### config.mk
export PLATFORM = sky130hd
export DESIGN_NAME = dcsp_top
export DESIGN_NICKNAME = d
export VERILOG_FILES = /design/src/core/dcsp_pkg.sv /design/src/core/dcsp_chan.sv /design/src/core/dcsp_sync.sv /design/src/core/dcsp_top.sv
export SDC_FILE = /design/constraint.sdc
export NUM_CORES = 1
export LEC_CHECK = 0
export BUFFER_PORTS_ARGS = -buffer_cell sky130_fd_sc_hd__buf_2
export CELL_PAD_IN_SITES_DETAIL_PLACEMENT = 0
export CELL_PAD_IN_SITES_GLOBAL_PLACEMENT = 2
export CORE_MARGIN = 4
export CORE_UTILIZATION = 36
export CTS_BUF_LIST = sky130_fd_sc_hd__clkbuf_8
export CTS_CLUSTER_DIAMETER = 120
export DETAILED_ROUTE_END_ITERATION = 8
export GPL_ROUTABILITY_DRIVEN = 0
export PLACE_DENSITY = 0.87
export SLEW_MARGIN = 10
export SYNTH_ARGS = -nofsm -noshare
export SYNTH_HDL_FRONTEND = slang
export SYNTH_SLANG_ARGS = --single-unit
### constraint.sdc
create_clock -name clk_i -period 2.6 [get_ports clk_i]
set_clock_uncertainty 0.05 [all_clocks]
set_input_delay 0.52 -clock clk_i [delete_from_list [all_inputs] [get_ports clk_i]]
set_output_delay 0.52 -clock clk_i [all_outputs]
set_load 0.005 [all_outputs]
### src/core/dcsp_pkg.sv
// constants, types and register map of the dual channel serial pin logic
// assumes one 10 MHz clock and a classic wishbone slave port with 32-bit data
package dcsp_pkg;

  // ****************************************
  // register map (byte addresses)
  // ****************************************
  localparam int DCSP_AW = 8;
  localparam logic [7:0] DCSP_CTRL_OFS = 8'h00;
  localparam logic [7:0] DCSP_BAUD_OFS = 8'h04;
  localparam logic [7:0] DCSP_OPORT_OFS = 8'h08;
  localparam logic [7:0] DCSP_TXA_OFS = 8'h0C;
  localparam logic [7:0] DCSP_RXA_OFS = 8'h10;
  localparam logic [7:0] DCSP_STA_OFS = 8'h14;
  localparam logic [7:0] DCSP_TXB_OFS = 8'h18;
  localparam logic [7:0] DCSP_RXB_OFS = 8'h1C;
  localparam logic [7:0] DCSP_STB_OFS = 8'h20;
  localparam logic [7:0] DCSP_ISR_OFS = 8'h24;
  localparam logic [7:0] DCSP_IMR_OFS = 8'h28;

  // ****************************************
  // fields and reset values
  // ****************************************
  localparam int DCSP_CHAR_BITS = 8;
  localparam int DCSP_BAUD_W = 16;
  localparam logic [15:0] DCSP_BAUD_RST = 16'h0010;
  localparam logic [7:0] DCSP_OPORT_RST = 8'hFF;
  localparam int DCSP_OP_REQUEST_TO_SEND_OUT_A = 0;
  localparam int DCSP_OP_REQUEST_TO_SEND_OUT_B = 1;
  localparam int DCSP_OP_RXRDY = 4;
  localparam int DCSP_OP_TXRDY = 6;
  localparam int DCSP_ST_RXRDY = 0;
  localparam int DCSP_ST_FFULL = 1;
  localparam int DCSP_ST_TXRDY = 2;
  localparam int DCSP_ST_TXEMT = 3;
  localparam int DCSP_ST_FERR = 4;
  localparam int DCSP_ST_W = 5;
  localparam int DCSP_IS_TXRDYA = 0;
  localparam int DCSP_IS_RXA = 1;
  localparam int DCSP_IS_FERRA = 2;
  localparam int DCSP_IS_TXRDYB = 3;
  localparam int DCSP_IS_RXB = 4;
  localparam int DCSP_IS_FERRB = 5;
  localparam int DCSP_ISR_W = 6;
  localparam int DCSP_CTRL_W = 15;
  localparam int DCSP_SYNC_W = 5;

  typedef enum logic [1:0] {
    DCSP_RXPIN_RDY,
    DCSP_RXPIN_FFULL,
    DCSP_RXPIN_DISC
  } dcsp_rxpin_t;

  typedef enum logic [1:0] {
    DCSP_S_IDLE,
    DCSP_S_DATA,
    DCSP_S_STOP
  } dcsp_ser_t;

  // index 0 is channel a, index 1 is channel b
  typedef struct packed {
    dcsp_rxpin_t rxpin_mode;
    logic txrdy_disc;
    logic [1:0] rts_hs;
    logic [1:0] cts_en;
    logic [1:0] sclk_sel;
    logic [1:0] loop;
    logic [1:0] rx_en;
    logic [1:0] tx_en;
  } dcsp_ctrl_t;

  localparam dcsp_ctrl_t DCSP_CTRL_RST = dcsp_ctrl_t'(15'h0000);

  typedef struct packed {
    logic ferr_evt;
    logic tx_empty;
    logic tx_rdy;
    logic ffull;
    logic rx_rdy;
  } dcsp_chst_t;

endpackage

### src/core/dcsp_chan.sv
// one serial channel: 1x bit clock transmitter and receiver, small rx fifo
// assumes rise_i and fall_i are one-cycle pulses of the selected bit clock
`timescale 1ns/1ns
module dcsp_chan import dcsp_pkg::*; #(
  parameter int CW = DCSP_CHAR_BITS,
  parameter int DEPTH = 3
) (
  input wire logic clk_i,
  input wire logic rst_i,
  input wire logic rise_i,
  input wire logic fall_i,
  input wire logic rx_i,
  input wire logic cts_n_i,
  input wire logic tx_en_i,
  input wire logic rx_en_i,
  input wire logic loop_i,
  input wire logic cts_en_i,
  input wire logic tx_wr_i,
  input wire logic [CW-1:0] tx_dat_i,
  input wire logic rx_rd_i,
  output logic tx_o,
  output logic [CW-1:0] rx_dat_o,
  output dcsp_chst_t st_o
);
  localparam int BW = $clog2(CW);
  localparam int PW = $clog2(DEPTH);
  localparam int NW = $clog2(DEPTH + 1);

  logic [CW-1:0] thr_r, tsr_r, rsr_r;
  logic thr_v_r, tline_r, ferr_r;
  dcsp_ser_t ts_r, rs_r;
  logic [BW-1:0] tbit_r, rbit_r;
  logic [CW-1:0] mem_r [DEPTH];
  logic [PW-1:0] wp_r, rp_r;
  logic [NW-1:0] cnt_r;

  // clear-to-send gates the start of a character
  wire cts_ok = !cts_en_i || !cts_n_i;
  wire rx_bit = loop_i ? tline_r : rx_i;
  wire fifo_full = cnt_r == NW'(DEPTH);
  wire stop_ok = rise_i && rx_en_i && rs_r == DCSP_S_STOP && rx_bit;
  wire push = stop_ok && !fifo_full;
  wire pop = rx_rd_i && cnt_r != '0;
  wire last_t = tbit_r == BW'(CW - 1);
  wire last_r = rbit_r == BW'(CW - 1);

  // ****************************************
  // transmitter
  // ****************************************
  always_ff @(posedge clk_i)
  begin
    if (rst_i)
    begin
      thr_r <= '0;
      tsr_r <= '0;
      thr_v_r <= 1'b0;
      tline_r <= 1'b1;
      ts_r <= DCSP_S_IDLE;
      tbit_r <= '0;
      tx_o <= 1'b1;
    end
    else
    begin
      if (!tx_en_i)
      begin
        ts_r <= DCSP_S_IDLE;
        tline_r <= 1'b1;
      end
      else if (fall_i)
      begin
        // shift on falling edge, lsb first
        case (ts_r)
          DCSP_S_IDLE:
          begin
            if (thr_v_r && cts_ok)
            begin
              tsr_r <= thr_r;
              thr_v_r <= 1'b0;
              tline_r <= 1'b0;
              tbit_r <= '0;
              ts_r <= DCSP_S_DATA;
            end
          end
          DCSP_S_DATA:
          begin
            tline_r <= tsr_r[0];
            tsr_r <= tsr_r >> 1;
            tbit_r <= tbit_r + 1'b1;
            if (last_t)
              ts_r <= DCSP_S_STOP;
          end
          DCSP_S_STOP:
          begin
            tline_r <= 1'b1;
            ts_r <= DCSP_S_IDLE;
          end
          default: ts_r <= DCSP_S_IDLE;
        endcase
      end
      // a write in the same cycle as a load still lands in the holding register
      if (tx_wr_i)
      begin
        thr_r <= tx_dat_i;
        thr_v_r <= 1'b1;
      end
      // mark when disabled, idle or looped back
      tx_o <= (!tx_en_i || loop_i) ? 1'b1 : tline_r;
    end
  end

  // ****************************************
  // receiver and fifo
  // ****************************************
  always_ff @(posedge clk_i)
  begin
    if (rst_i)
    begin
      rs_r <= DCSP_S_IDLE;
      rsr_r <= '0;
      rbit_r <= '0;
      ferr_r <= 1'b0;
    end
    else
    begin
      ferr_r <= rise_i && rx_en_i && rs_r == DCSP_S_STOP && !rx_bit;
      if (!rx_en_i)
        rs_r <= DCSP_S_IDLE;
      else if (rise_i)
      begin
        // sample on rising edge, lsb first
        case (rs_r)
          DCSP_S_IDLE:
          begin
            if (!rx_bit)
            begin
              rbit_r <= '0;
              rs_r <= DCSP_S_DATA;
            end
          end
          DCSP_S_DATA:
          begin
            rsr_r <= {rx_bit, rsr_r[CW-1:1]};
            rbit_r <= rbit_r + 1'b1;
            if (last_r)
              rs_r <= DCSP_S_STOP;
          end
          default: rs_r <= DCSP_S_IDLE;
        endcase
      end
    end
  end

  // overrun drops the new character; held characters are kept
  always_ff @(posedge clk_i)
  begin
    if (rst_i)
    begin
      wp_r <= '0;
      rp_r <= '0;
      cnt_r <= '0;
    end
    else
    begin
      if (push)
      begin
        mem_r[wp_r] <= rsr_r;
        wp_r <= (wp_r == PW'(DEPTH - 1)) ? '0 : wp_r + 1'b1;
      end
      if (pop)
        rp_r <= (rp_r == PW'(DEPTH - 1)) ? '0 : rp_r + 1'b1;
      cnt_r <= cnt_r + NW'(push) - NW'(pop);
    end
  end

  assign rx_dat_o = (cnt_r != '0) ? mem_r[rp_r] : '0;
  assign st_o.rx_rdy = cnt_r != '0;
  assign st_o.ffull = fifo_full;
  assign st_o.tx_rdy = !thr_v_r;
  assign st_o.tx_empty = !thr_v_r && ts_r == DCSP_S_IDLE;
  assign st_o.ferr_evt = ferr_r;
endmodule

### src/core/dcsp_sync.sv
// two flip-flop synchroniser for a group of asynchronous pins
// assumes each bit is independent; no bus coherency across bits
`timescale 1ns/1ns
module dcsp_sync #(
  parameter int W = 1,
  parameter logic [W-1:0] RST_VAL = '1
) (
  input wire logic clk_i,
  input wire logic rst_i,
  input wire logic [W-1:0] d_i,
  output logic [W-1:0] q_o
);
  logic [W-1:0] meta_r;

  always_ff @(posedge clk_i)
  begin
    if (rst_i)
    begin
      meta_r <= RST_VAL;
      q_o <= RST_VAL;
    end
    else
    begin
      meta_r <= d_i;
      q_o <= meta_r;
    end
  end
endmodule

### src/core/dcsp_top.sv
// dual channel serial pin logic: wishbone registers, bit clocks, pin muxes
// assumes a classic wishbone master on clk_i and asynchronous serial pins
`timescale 1ns/1ns
module dcsp_top import dcsp_pkg::*; #(
  parameter int RX_DEPTH = 3
) (
  input wire logic clk_i,
  input wire logic rst_i,
  input wire logic wb_cyc_i,
  input wire logic wb_stb_i,
  input wire logic wb_we_i,
  input wire logic [DCSP_AW-1:0] wb_adr_i,
  input wire logic [3:0] wb_sel_i,
  input wire logic [31:0] wb_dat_i,
  output logic [31:0] wb_dat_o,
  output logic wb_ack_o,
  output logic irq_o,
  input wire logic serial_in_a_i,
  input wire logic serial_in_b_i,
  input wire logic clear_to_send_in_a_n_i,
  input wire logic clear_to_send_in_b_n_i,
  input wire logic serial_ext_clk_i,
  output logic serial_out_a_o,
  output logic serial_out_b_o,
  output logic request_to_send_out_a_n_o,
  output logic request_to_send_out_b_n_o,
  output logic tx_ready_pin_a_n_o,
  output logic rx_ready_pin_a_n_o
);
  localparam int CW = DCSP_CHAR_BITS;

  dcsp_ctrl_t ctrl_r;
  logic [DCSP_BAUD_W-1:0] baud_r, bcnt_r;
  logic [7:0] oport_r;
  logic [DCSP_ISR_W-1:0] isr_r, imr_r;
  logic ack_r;
  logic [31:0] rdat_r;
  logic bclk_r, sclk_d_r;
  logic [DCSP_SYNC_W-1:0] pins_s;
  logic [CW-1:0] rxd_a, rxd_b;
  dcsp_chst_t st_a, st_b;
  logic rts_a_r, rts_b_r, txrdy_r, rxrdy_r;

  // ****************************************
  // wishbone decode
  // ****************************************
  // ack is registered: each access sees exactly one wait state
  // !ack_r stops a request held through its ack cycle being taken twice
  wire req = wb_cyc_i && wb_stb_i && !ack_r;
  wire wr = req && wb_we_i;
  wire rd = req && !wb_we_i;

  // low address bits ignored: every register is one word
  wire [DCSP_AW-1:0] adr = {wb_adr_i[DCSP_AW-1:2], 2'b00};
  wire hit_ctrl = adr == DCSP_CTRL_OFS;
  wire hit_baud = adr == DCSP_BAUD_OFS;
  wire hit_oport = adr == DCSP_OPORT_OFS;
  wire hit_txa = adr == DCSP_TXA_OFS;
  wire hit_rxa = adr == DCSP_RXA_OFS;
  wire hit_sta = adr == DCSP_STA_OFS;
  wire hit_txb = adr == DCSP_TXB_OFS;
  wire hit_rxb = adr == DCSP_RXB_OFS;
  wire hit_stb = adr == DCSP_STB_OFS;
  wire hit_isr = adr == DCSP_ISR_OFS;
  wire hit_imr = adr == DCSP_IMR_OFS;

  // ctrl and baud honour every lane; the others need lane 0
  wire [31:0] wmask = {{8{wb_sel_i[3]}}, {8{wb_sel_i[2]}}, {8{wb_sel_i[1]}}, {8{wb_sel_i[0]}}};
  wire [31:0] ctrl_w = {{(32 - DCSP_CTRL_W){1'b0}}, ctrl_r};
  wire [31:0] ctrl_new = (ctrl_w & ~wmask) | (wb_dat_i & wmask);
  wire [31:0] baud_w = {{(32 - DCSP_BAUD_W){1'b0}}, baud_r};
  wire [31:0] baud_new = (baud_w & ~wmask) | (wb_dat_i & wmask);
  wire tx_wr_a = wr && hit_txa && wb_sel_i[0];
  wire tx_wr_b = wr && hit_txb && wb_sel_i[0];
  wire rx_rd_a = rd && hit_rxa;
  wire rx_rd_b = rd && hit_rxb;

  // status words are the channel structs, bit for bit
  wire [DCSP_ST_W-1:0] stat_a = st_a;
  wire [DCSP_ST_W-1:0] stat_b = st_b;

  // unmapped offsets read as zero and drop writes
  wire [31:0] rmux =
    hit_ctrl ? ctrl_w :
    hit_baud ? baud_w :
    hit_oport ? {24'h000000, oport_r} :
    hit_rxa ? {{(32 - CW){1'b0}}, rxd_a} :
    hit_sta ? {{(32 - DCSP_ST_W){1'b0}}, stat_a} :
    hit_rxb ? {{(32 - CW){1'b0}}, rxd_b} :
    hit_stb ? {{(32 - DCSP_ST_W){1'b0}}, stat_b} :
    hit_isr ? {{(32 - DCSP_ISR_W){1'b0}}, isr_r} :
    hit_imr ? {{(32 - DCSP_ISR_W){1'b0}}, imr_r} :
    32'h00000000;

  // ****************************************
  // register file
  // ****************************************
  // read data is taken at the taking edge so it stands with ack
  always_ff @(posedge clk_i)
  begin
    if (rst_i)
    begin
      ctrl_r <= DCSP_CTRL_RST;
      baud_r <= DCSP_BAUD_RST;
      oport_r <= DCSP_OPORT_RST;
      imr_r <= '0;
      ack_r <= 1'b0;
      rdat_r <= 32'h00000000;
    end
    else
    begin
      ack_r <= req;
      if (rd)
        rdat_r <= rmux;
      if (wr && hit_ctrl)
        ctrl_r <= dcsp_ctrl_t'(ctrl_new[DCSP_CTRL_W-1:0]);
      if (wr && hit_baud)
        baud_r <= baud_new[DCSP_BAUD_W-1:0];
      if (wr && hit_oport && wb_sel_i[0])
        oport_r <= wb_dat_i[7:0];
      if (wr && hit_imr && wb_sel_i[0])
        imr_r <= wb_dat_i[DCSP_ISR_W-1:0];
    end
  end

  assign wb_ack_o = ack_r;
  assign wb_dat_o = rdat_r;

  // ****************************************
  // interrupt status
  // ****************************************
  // rx bit follows the pin mode: character held or fifo full
  wire rxa_cond = (ctrl_r.rxpin_mode == DCSP_RXPIN_FFULL) ? st_a.ffull : st_a.rx_rdy;
  wire rxb_cond = (ctrl_r.rxpin_mode == DCSP_RXPIN_FFULL) ? st_b.ffull : st_b.rx_rdy;
  wire [DCSP_ISR_W-1:0] isr_set = {st_b.ferr_evt, rxb_cond, st_b.tx_rdy,
                                   st_a.ferr_evt, rxa_cond, st_a.tx_rdy};
  wire [DCSP_ISR_W-1:0] isr_clr = (rd && hit_isr) ? isr_r : '0;

  // level conditions re-set at once after a read while they still hold
  // a read clears only what it returned; a same-cycle set wins
  always_ff @(posedge clk_i)
  begin
    if (rst_i)
      isr_r <= '0;
    else
      isr_r <= (isr_r & ~isr_clr) | isr_set;
  end

  // level output: high until every unmasked bit is read away
  assign irq_o = |(isr_r & imr_r);

  // ****************************************
  // pin synchronisers and bit clocks
  // ****************************************
  // reset value 1: lines at mark, clear-to-send deasserted
  // async pins synchronised
  dcsp_sync #(
    .W(DCSP_SYNC_W),
    .RST_VAL(5'h1F)
  ) u_sync (
    .clk_i(clk_i),
    .rst_i(rst_i),
    .d_i({serial_ext_clk_i, clear_to_send_in_b_n_i, clear_to_send_in_a_n_i,
          serial_in_b_i, serial_in_a_i}),
    .q_o(pins_s)
  );

  // baud generator: half period of baud_r + 1 cycles
  // a value below the running count waits for the counter to wrap
  wire bwrap = bcnt_r == baud_r;
  wire brise = bwrap && !bclk_r;
  wire bfall = bwrap && bclk_r;
  // the external clock must stay below a quarter of clk_i
  wire srise = pins_s[4] && !sclk_d_r;
  wire sfall = !pins_s[4] && sclk_d_r;

  always_ff @(posedge clk_i)
  begin
    if (rst_i)
    begin
      bcnt_r <= '0;
      bclk_r <= 1'b0;
      sclk_d_r <= 1'b1;
    end
    else
    begin
      bcnt_r <= bwrap ? '0 : bcnt_r + 1'b1;
      if (bwrap)
        bclk_r <= !bclk_r;
      sclk_d_r <= pins_s[4];
    end
  end

  // the external clock costs two cycles of synchroniser lag
  // external clock bypasses the baud generator
  wire rise_a = ctrl_r.sclk_sel[0] ? srise : brise;
  wire fall_a = ctrl_r.sclk_sel[0] ? sfall : bfall;
  wire rise_b = ctrl_r.sclk_sel[1] ? srise : brise;
  wire fall_b = ctrl_r.sclk_sel[1] ? sfall : bfall;

  // ****************************************
  // channels
  // ****************************************
  // both share the baud generator; only the clock select differs
  dcsp_chan #(
    .CW(CW),
    .DEPTH(RX_DEPTH)
  ) u_chan_a (
    .clk_i(clk_i),
    .rst_i(rst_i),
    .rise_i(rise_a),
    .fall_i(fall_a),
    .rx_i(pins_s[0]),
    .cts_n_i(pins_s[2]),
    .tx_en_i(ctrl_r.tx_en[0]),
    .rx_en_i(ctrl_r.rx_en[0]),
    .loop_i(ctrl_r.loop[0]),
    .cts_en_i(ctrl_r.cts_en[0]),
    .tx_wr_i(tx_wr_a),
    .tx_dat_i(wb_dat_i[CW-1:0]),
    .rx_rd_i(rx_rd_a),
    .tx_o(serial_out_a_o),
    .rx_dat_o(rxd_a),
    .st_o(st_a)
  );

  dcsp_chan #(
    .CW(CW),
    .DEPTH(RX_DEPTH)
  ) u_chan_b (
    .clk_i(clk_i),
    .rst_i(rst_i),
    .rise_i(rise_b),
    .fall_i(fall_b),
    .rx_i(pins_s[1]),
    .cts_n_i(pins_s[3]),
    .tx_en_i(ctrl_r.tx_en[1]),
    .rx_en_i(ctrl_r.rx_en[1]),
    .loop_i(ctrl_r.loop[1]),
    .cts_en_i(ctrl_r.cts_en[1]),
    .tx_wr_i(tx_wr_b),
    .tx_dat_i(wb_dat_i[CW-1:0]),
    .rx_rd_i(rx_rd_b),
    .tx_o(serial_out_b_o),
    .rx_dat_o(rxd_b),
    .st_o(st_b)
  );

  // ****************************************
  // multiplexed output pins
  // ****************************************
  // every pin is registered so decode glitches stay inside
  // handshake level is tx_empty: low from write to stop bit
  // handshake asserts low while a character is pending or on the line
  // discrete mode follows output port bits
  wire rts_a_nxt = ctrl_r.rts_hs[0] ? st_a.tx_empty : oport_r[DCSP_OP_REQUEST_TO_SEND_OUT_A];
  wire rts_b_nxt = ctrl_r.rts_hs[1] ? st_b.tx_empty : oport_r[DCSP_OP_REQUEST_TO_SEND_OUT_B];
  wire txrdy_nxt = ctrl_r.txrdy_disc ? oport_r[DCSP_OP_TXRDY] : !stat_a[DCSP_ST_TXRDY];
  logic rxrdy_nxt;

  // the pin follows the sticky isr bit, so a status read frees it
  // rx pin mode select
  always_comb
  begin
    rxrdy_nxt = oport_r[DCSP_OP_RXRDY];
    case (ctrl_r.rxpin_mode)
      // rx ready from isr bit 1
      DCSP_RXPIN_RDY: rxrdy_nxt = !isr_r[DCSP_IS_RXA];
      // fifo full from isr bit 1
      DCSP_RXPIN_FFULL: rxrdy_nxt = !isr_r[DCSP_IS_RXA];
      DCSP_RXPIN_DISC: rxrdy_nxt = oport_r[DCSP_OP_RXRDY];
      default: rxrdy_nxt = oport_r[DCSP_OP_RXRDY];
    endcase
  end

  always_ff @(posedge clk_i)
  begin
    if (rst_i)
    begin
      rts_a_r <= 1'b1;
      rts_b_r <= 1'b1;
      txrdy_r <= 1'b1;
      rxrdy_r <= 1'b1;
    end
    else
    begin
      rts_a_r <= rts_a_nxt;
      rts_b_r <= rts_b_nxt;
      txrdy_r <= txrdy_nxt;
      rxrdy_r <= rxrdy_nxt;
    end
  end

  // reset drives every pin high, inactive for the low-true ones
  // pins lag their cause by one cycle
  assign request_to_send_out_a_n_o = rts_a_r;
  assign request_to_send_out_b_n_o = rts_b_r;
  assign tx_ready_pin_a_n_o = txrdy_r;
  assign rx_ready_pin_a_n_o = rxrdy_r;
endmodule

# == Word-level counts from Yosys, hierarchy flattened ==
# Memories as Yosys holds them, arrays and structs flattened. A register that Yosys moved wholly into a read port is not among the register bits.
# Cells that the tools add are included.
# totals
n_memories,2
ff_bits,204
ramBits,48
inputBits,54
wordCells,296
# classes
n_reduce_logical,104
mux,74
bitwise_logic,14
eq_ne,38
add_sub_neg,13
# memory_table
memory,words,word_bits,read_ports,rd_ports_with_merged_regs,wr,line_no,rtl
u_chan_a.mem_r,3,8,1,1,1,dcsp_chan.sv:33,logic [CW-1:0] mem_r [DEPTH];
u_chan_b.mem_r,3,8,1,1,1,dcsp_chan.sv:33,
# ops
cell,count
8-bit two-way mux,8
1-bit logical AND,37
16-bit bitwise AND,2
16-bit two-way mux,2
2-bit two-way mux,16
8-bit case mux with 2 select lines,2
1-bit two-way mux,28
2-bit nonzero test,14
6-bit by 3-bit == test with 1-bit output (second input constant),4
6-bit two-way mux,4
3-bit case mux with 2 select lines,4
3-bit AND reduction,8
4-bit AND reduction,6
2-bit == test (second input constant),10
6-bit by 4-bit == test with 1-bit output (second input constant),3
1-bit zero test,18
16-bit by 1-bit adder with 16-bit output (second input constant),1
16-bit == test,1
16-bit inverter,1
16-bit OR,1
2-bit case mux with 2 select lines,4
2-bit OR reduction,8
15-bit bitwise AND,1
15-bit OR,1
other kinds (21),59

# == Longest topological paths before layout ==
# logic_depth
depth_word,10
depth_mapped,11
ltp_nobuf,10

# == Cells and area by module ==
# A second synthesis with hierarchy kept.
# unflattened
hier_cells,1101
area_unflattened_um2,10923.0
# by_module_without_submodules
module,cells_per_inst,n_inst,seq_area_each_um2,area_per_inst_um2
dcsp_top,522,1,1801.7,4461.8
dcsp_chan (u_chan_b),279,1,1641.6,3128.0
dcsp_chan (u_chan_a),280,1,1641.6,3070.4
dcsp_sync,20,1,200.2,262.8

# == Worst setup path before layout ==
# Ideal clock, no wire load.
# synth_timing
path_type,register -> register
start,register bcnt_r[10]
end,"memory u_chan_b.mem_r[2][0] (netlist name), enable pin"
t_arrival_ns,2.224
synth_period_minus_slack_ns,2.659
path_slack_ns,-0.059
stages_incl_launch_ff,8
required_time_ns,2.165
cell_sequence,dfxtp_1 -> xor2_1 -> nor4_1 -> and4_1 -> buf_4 -> a22o_1 -> nand3_1 -> nor3b_1
# synth_between
elab_chain_cells,10
# synth_lines
item,line_no,rtl
start: declaration,dcsp_top.sv:33,"logic [DCSP_BAUD_W-1:0] baud_r, bcnt_r;"
start signal: assignment,dcsp_top.sv:187,bcnt_r <= bwrap ? '0 : bcnt_r + 1'b1;
16-bit == test,dcsp_top.sv:170,wire bwrap = bcnt_r == baud_r;
1-bit logical AND,dcsp_top.sv:171,wire brise = bwrap && !bclk_r;
1-bit two-way mux,dcsp_top.sv:198,wire rise_b = ctrl_r.sclk_sel[1] ? srise : brise;
1-bit logical AND (3 in series),dcsp_chan.sv:41,wire stop_ok = rise_i && rx_en_i && rs_r == DCSP_S_STOP && rx_bit;
1-bit logical AND,dcsp_chan.sv:42,wire push = stop_ok && !fifo_full;
1-bit two-way mux,dcsp_chan.sv:164,if (push)
1-bit two-way mux,dcsp_chan.sv:156,if (rst_i)
1-bit two-way mux (implied by the code),dcsp_chan.sv:166,mem_r[wp_r] <= rsr_r;
end: declaration,dcsp_chan.sv:33,
# No other way between the ends.

==> results.json <==
{
  "status": "finished clean",
  "synth_seq_cells": 240,
  "hold_viol_final": 0,
  "cts.sinks": 240,
  "cts-root-buf": "clkbuf_8",
  "fp.dieH_um": 179,
  "synth_compound_area_frac": 0.123,
  "async_reset_ff_frac": 0,
  "postRouteAntennaNets": 0,
  "rows": 62,
  "cp_max_fo": 7,
  "grt_pass1_wl_um": 42400,
  "die_area_mm2": 0.0320,
  "worstSetupPathType": "reg -> reg",
  "dpl-instance-area_mm2": 0.0115,
  "track_usage": 0.168,
  "cp_common_cell": "buf_4",
  "p_per_area_mw_per_mm2": 631,
  "vias": 8181,
  "grt_max_degree": 57,
  "leakage_uw": 0.00512,
  "synth_area_mm2": 0.0105,
  "clock_latency_ns": 0.55,
  "area_growth_pct": 18.3,
  "port_buffers": 57,
  "htree_num_levels": 2,
  "num_antenna_cells": 0,
  "totalWireLength_um": 27600,
  "cts_tree": "yes",
  "drtIter0Drc": 610,
  "routed_via_density": 5.10,
  "synth_mux_area_frac": 0.0900,
  "final_area_mm2": 0.0124,
  "finalCritPeriodShare": 0.919,
  "grt_overflow": 0,
  "synth.distinct_cells": 78,
  "cp.arrival_ns": 2.75,
  "worstHoldPathType": "in -> reg",
  "irDropWorstVdd_v": 0.000228,
  "path_buf_inv": 2,
  "drive_gt1_frac": 0.179,
  "utilization": 0.432,
  "ys_warn_count": 0,
  "first_pass_iters": 5,
  "max-cap-violations": 0,
  "grt_pass1_vias": 7679,
  "syn_inst": 1083,
  "max_freq_mhz": 419,
  "endpoint_kind": "flop",
  "slowest_stage": "nor4_1",
  "avgSynthCellArea_um2": 9.70,
  "crit_required_ns": 2.96,
  "start_util": 0.365,
  "setup_viol": 0,
  "rsz0062_at_grt": "false",
  "cp_slowest_stage_delay_ns": 0.35,
  "wl_per_cell_um": 17.2,
  "drc": 0,
  "critPathTopFamily": "simple AND/OR/NAND/NOR gates",
  "synth_top_family_by_area": "simple AND/OR/NAND/NOR gates",
  "fin_crit_ns": 2.39,
  "antenna_found_initial": 0,
  "synth-edff-count": 48,
  "synthSimpleGateAreaFrac": 0.186,
  "nFillCells": 2818,
  "maxSlewHeadroom": 0.450,
  "tightest_slew_ns": 0.825,
  "synth_xor_xnor_area_share": 0.0275,
  "seq_area_frac_synth": 0.503,
  "die_w_um": 179,
  "coreArea_mm2": 0.0288,
  "path_cells": "xor2_1 -> nor4_1 -> and4_1 -> buf_4 -> buf_4 -> a31oi_1 -> o31a_1 -> mux2_2",
  "start_kind": "flop",
  "path_clk_slew_ns": 0.06,
  "synth-main-ff-cell": "dfxtp_1",
  "slew_viol_final": 0,
  "clockBufferDepth": 3,
  "io_pins": 94,
  "dp_hpwl_um": 19700,
  "synthAdderAreaFrac": 0.0271,
  "cts_inserted_buffers": 43,
  "fin_nets": 1262
}
worst register-to-register path, delay by kind of cell (launching register included):
family                    cells  cell delay (ns)
and+or+nand+nor               2             0.66
AOI/OAI and AO/OA             2             0.46
DFF                           1             0.34
buffers and inverters         2             0.31
muxes                         1             0.27
xor gates and xnor gates      1             0.17
synthesized netlist by cell type (all sizes together) (3+ instances only):
cell type / instances / area share
nor2: 123 / 0.044
nand4: 11 / 0.0077
nor2b: 23 / 0.014
clkbuf: 42 / 0.015
and2: 3 / 0.0018
and3b: 3 / 0.0025
a22o: 8 / 0.0067
o31ai: 6 / 0.0043
o221ai: 3 / 0.0025
nand2b: 9 / 0.0054
a31oi: 3 / 0.0018
nand3b: 5 / 0.0036
mux2i: 90 / 0.086
a221oi: 8 / 0.0067
a21oi: 62 / 0.030
and3: 9 / 0.0054
o211ai: 5 / 0.0040
nand3: 46 / 0.022
dfxtp: 192 / 0.37
nor3b: 5 / 0.0036
or2: 13 / 0.0077
inv: 23 / 0.0082
a22oi: 11 / 0.0083
a211oi: 16 / 0.012
a221o: 4 / 0.0038
mux2: 4 / 0.0043
edfxtp: 48 / 0.14
buf: 32 / 0.020
xor2: 26 / 0.022
o21ai: 41 / 0.020
o41ai: 3 / 0.0025
xnor2: 7 / 0.0058
nor3: 22 / 0.012
o22ai: 7 / 0.0060
ha: 22 / 0.026
nor4: 8 / 0.0068
or3: 4 / 0.0024
nand2: 105 / 0.038
per-layer routing:
| metal | track usage | vias up | share of wire |
|---|---|---|---|
| li1 | - | 4030 | - |
| met1 | 0.241 | 3887 | 0.47 |
| met2 | 0.263 | 229 | 0.45 |
| met3 | 0.0293 | 35 | 0.059 |
| met4 | 0.0441 | 0 | 0.018 |
| met5 | 0 | - | 0 |
cell usage in the layout, fill, tap and decap left out, types with 22 or more instances in the layout:
cell type  count
inv_1         33
clkbuf_8      58
ha_1          22
nand3_1       46
buf_4         57
a21oi_1       60
buf_2         56
o21ai_0       37
dfxtp_1      192
mux2i_1       90
nor2_1       122
xor2_1        26
nor2b_1       23
edfxtp_1      48
nand2_1      103
path summary, 6_finish.rpt:
check,startpoint,endpoint,slack (ns),cells after the start
max,flop,u_chan_b.rbit_r[0],0.21,8
min,serial_in_b_i,u_sync.meta_r[1],0.13,2
max reg2reg,flop,u_chan_b.rbit_r[0],0.21,8
min reg2reg,u_sync.meta_r[4],u_sync.q_o[4],0.36,1
cell type report:
type,count,area (um2),share of cell area
well taps,384,480,0.0386
multi-input cells,761,4850,0.390
inverters,23,86.3,0.00694
flip-flops and latches,240,5290,0.425
repair buffers,117,788,0.0634
clock buffers,58,798,0.0642
clock inverters,22,148,0.0119
logic make-up after synthesis:
family                   after synthesis
AO/OA/AOI/OAI                        195
multiplexers                          94
adder cells (fa/ha/maj)               23
AND/OR/NAND/NOR                      400
buffers and inverters                 97
flip-flops                           240
XOR/XNOR                              33
other                                  1
report_power, final:
group          internal, uW  switching, uW  leakage [uW]
combinational          92.8            179       0.00257
sequential             3810           16.7       0.00203
clock                  2190           1560      0.000523
total                  6090           1750       0.00512
through the flow:
stage	worst slack, ns	hold slack [ns]	power [uW]	TNS, ns	std cells
2_1_floorplan	0.0172	0.339	4050	0	1098
3_3_place_gp	-0.0513	0.351	4170	-0.0930	1525
3_5_place_dp	-0.0618	0.351	4170	-0.164	1525
4_1_cts	0.124	0.104	7940	0	1605
5_1_grt	0.0200	0.114	8140	0	1605
6_report	0.212	0.131	7840	0	1605
timing repair:
| item | 4_1_cts | 5_1_grt |
|---|---|---|
| setup buffers | 0 | 0 |
| hold buffers | 0 | 0 |
| cloned | 0 | 0 |
| resized for setup | 1 | 1 |
| setup endpoints to repair | 1 | 1 |
Power figures use the tool's default switching activity.
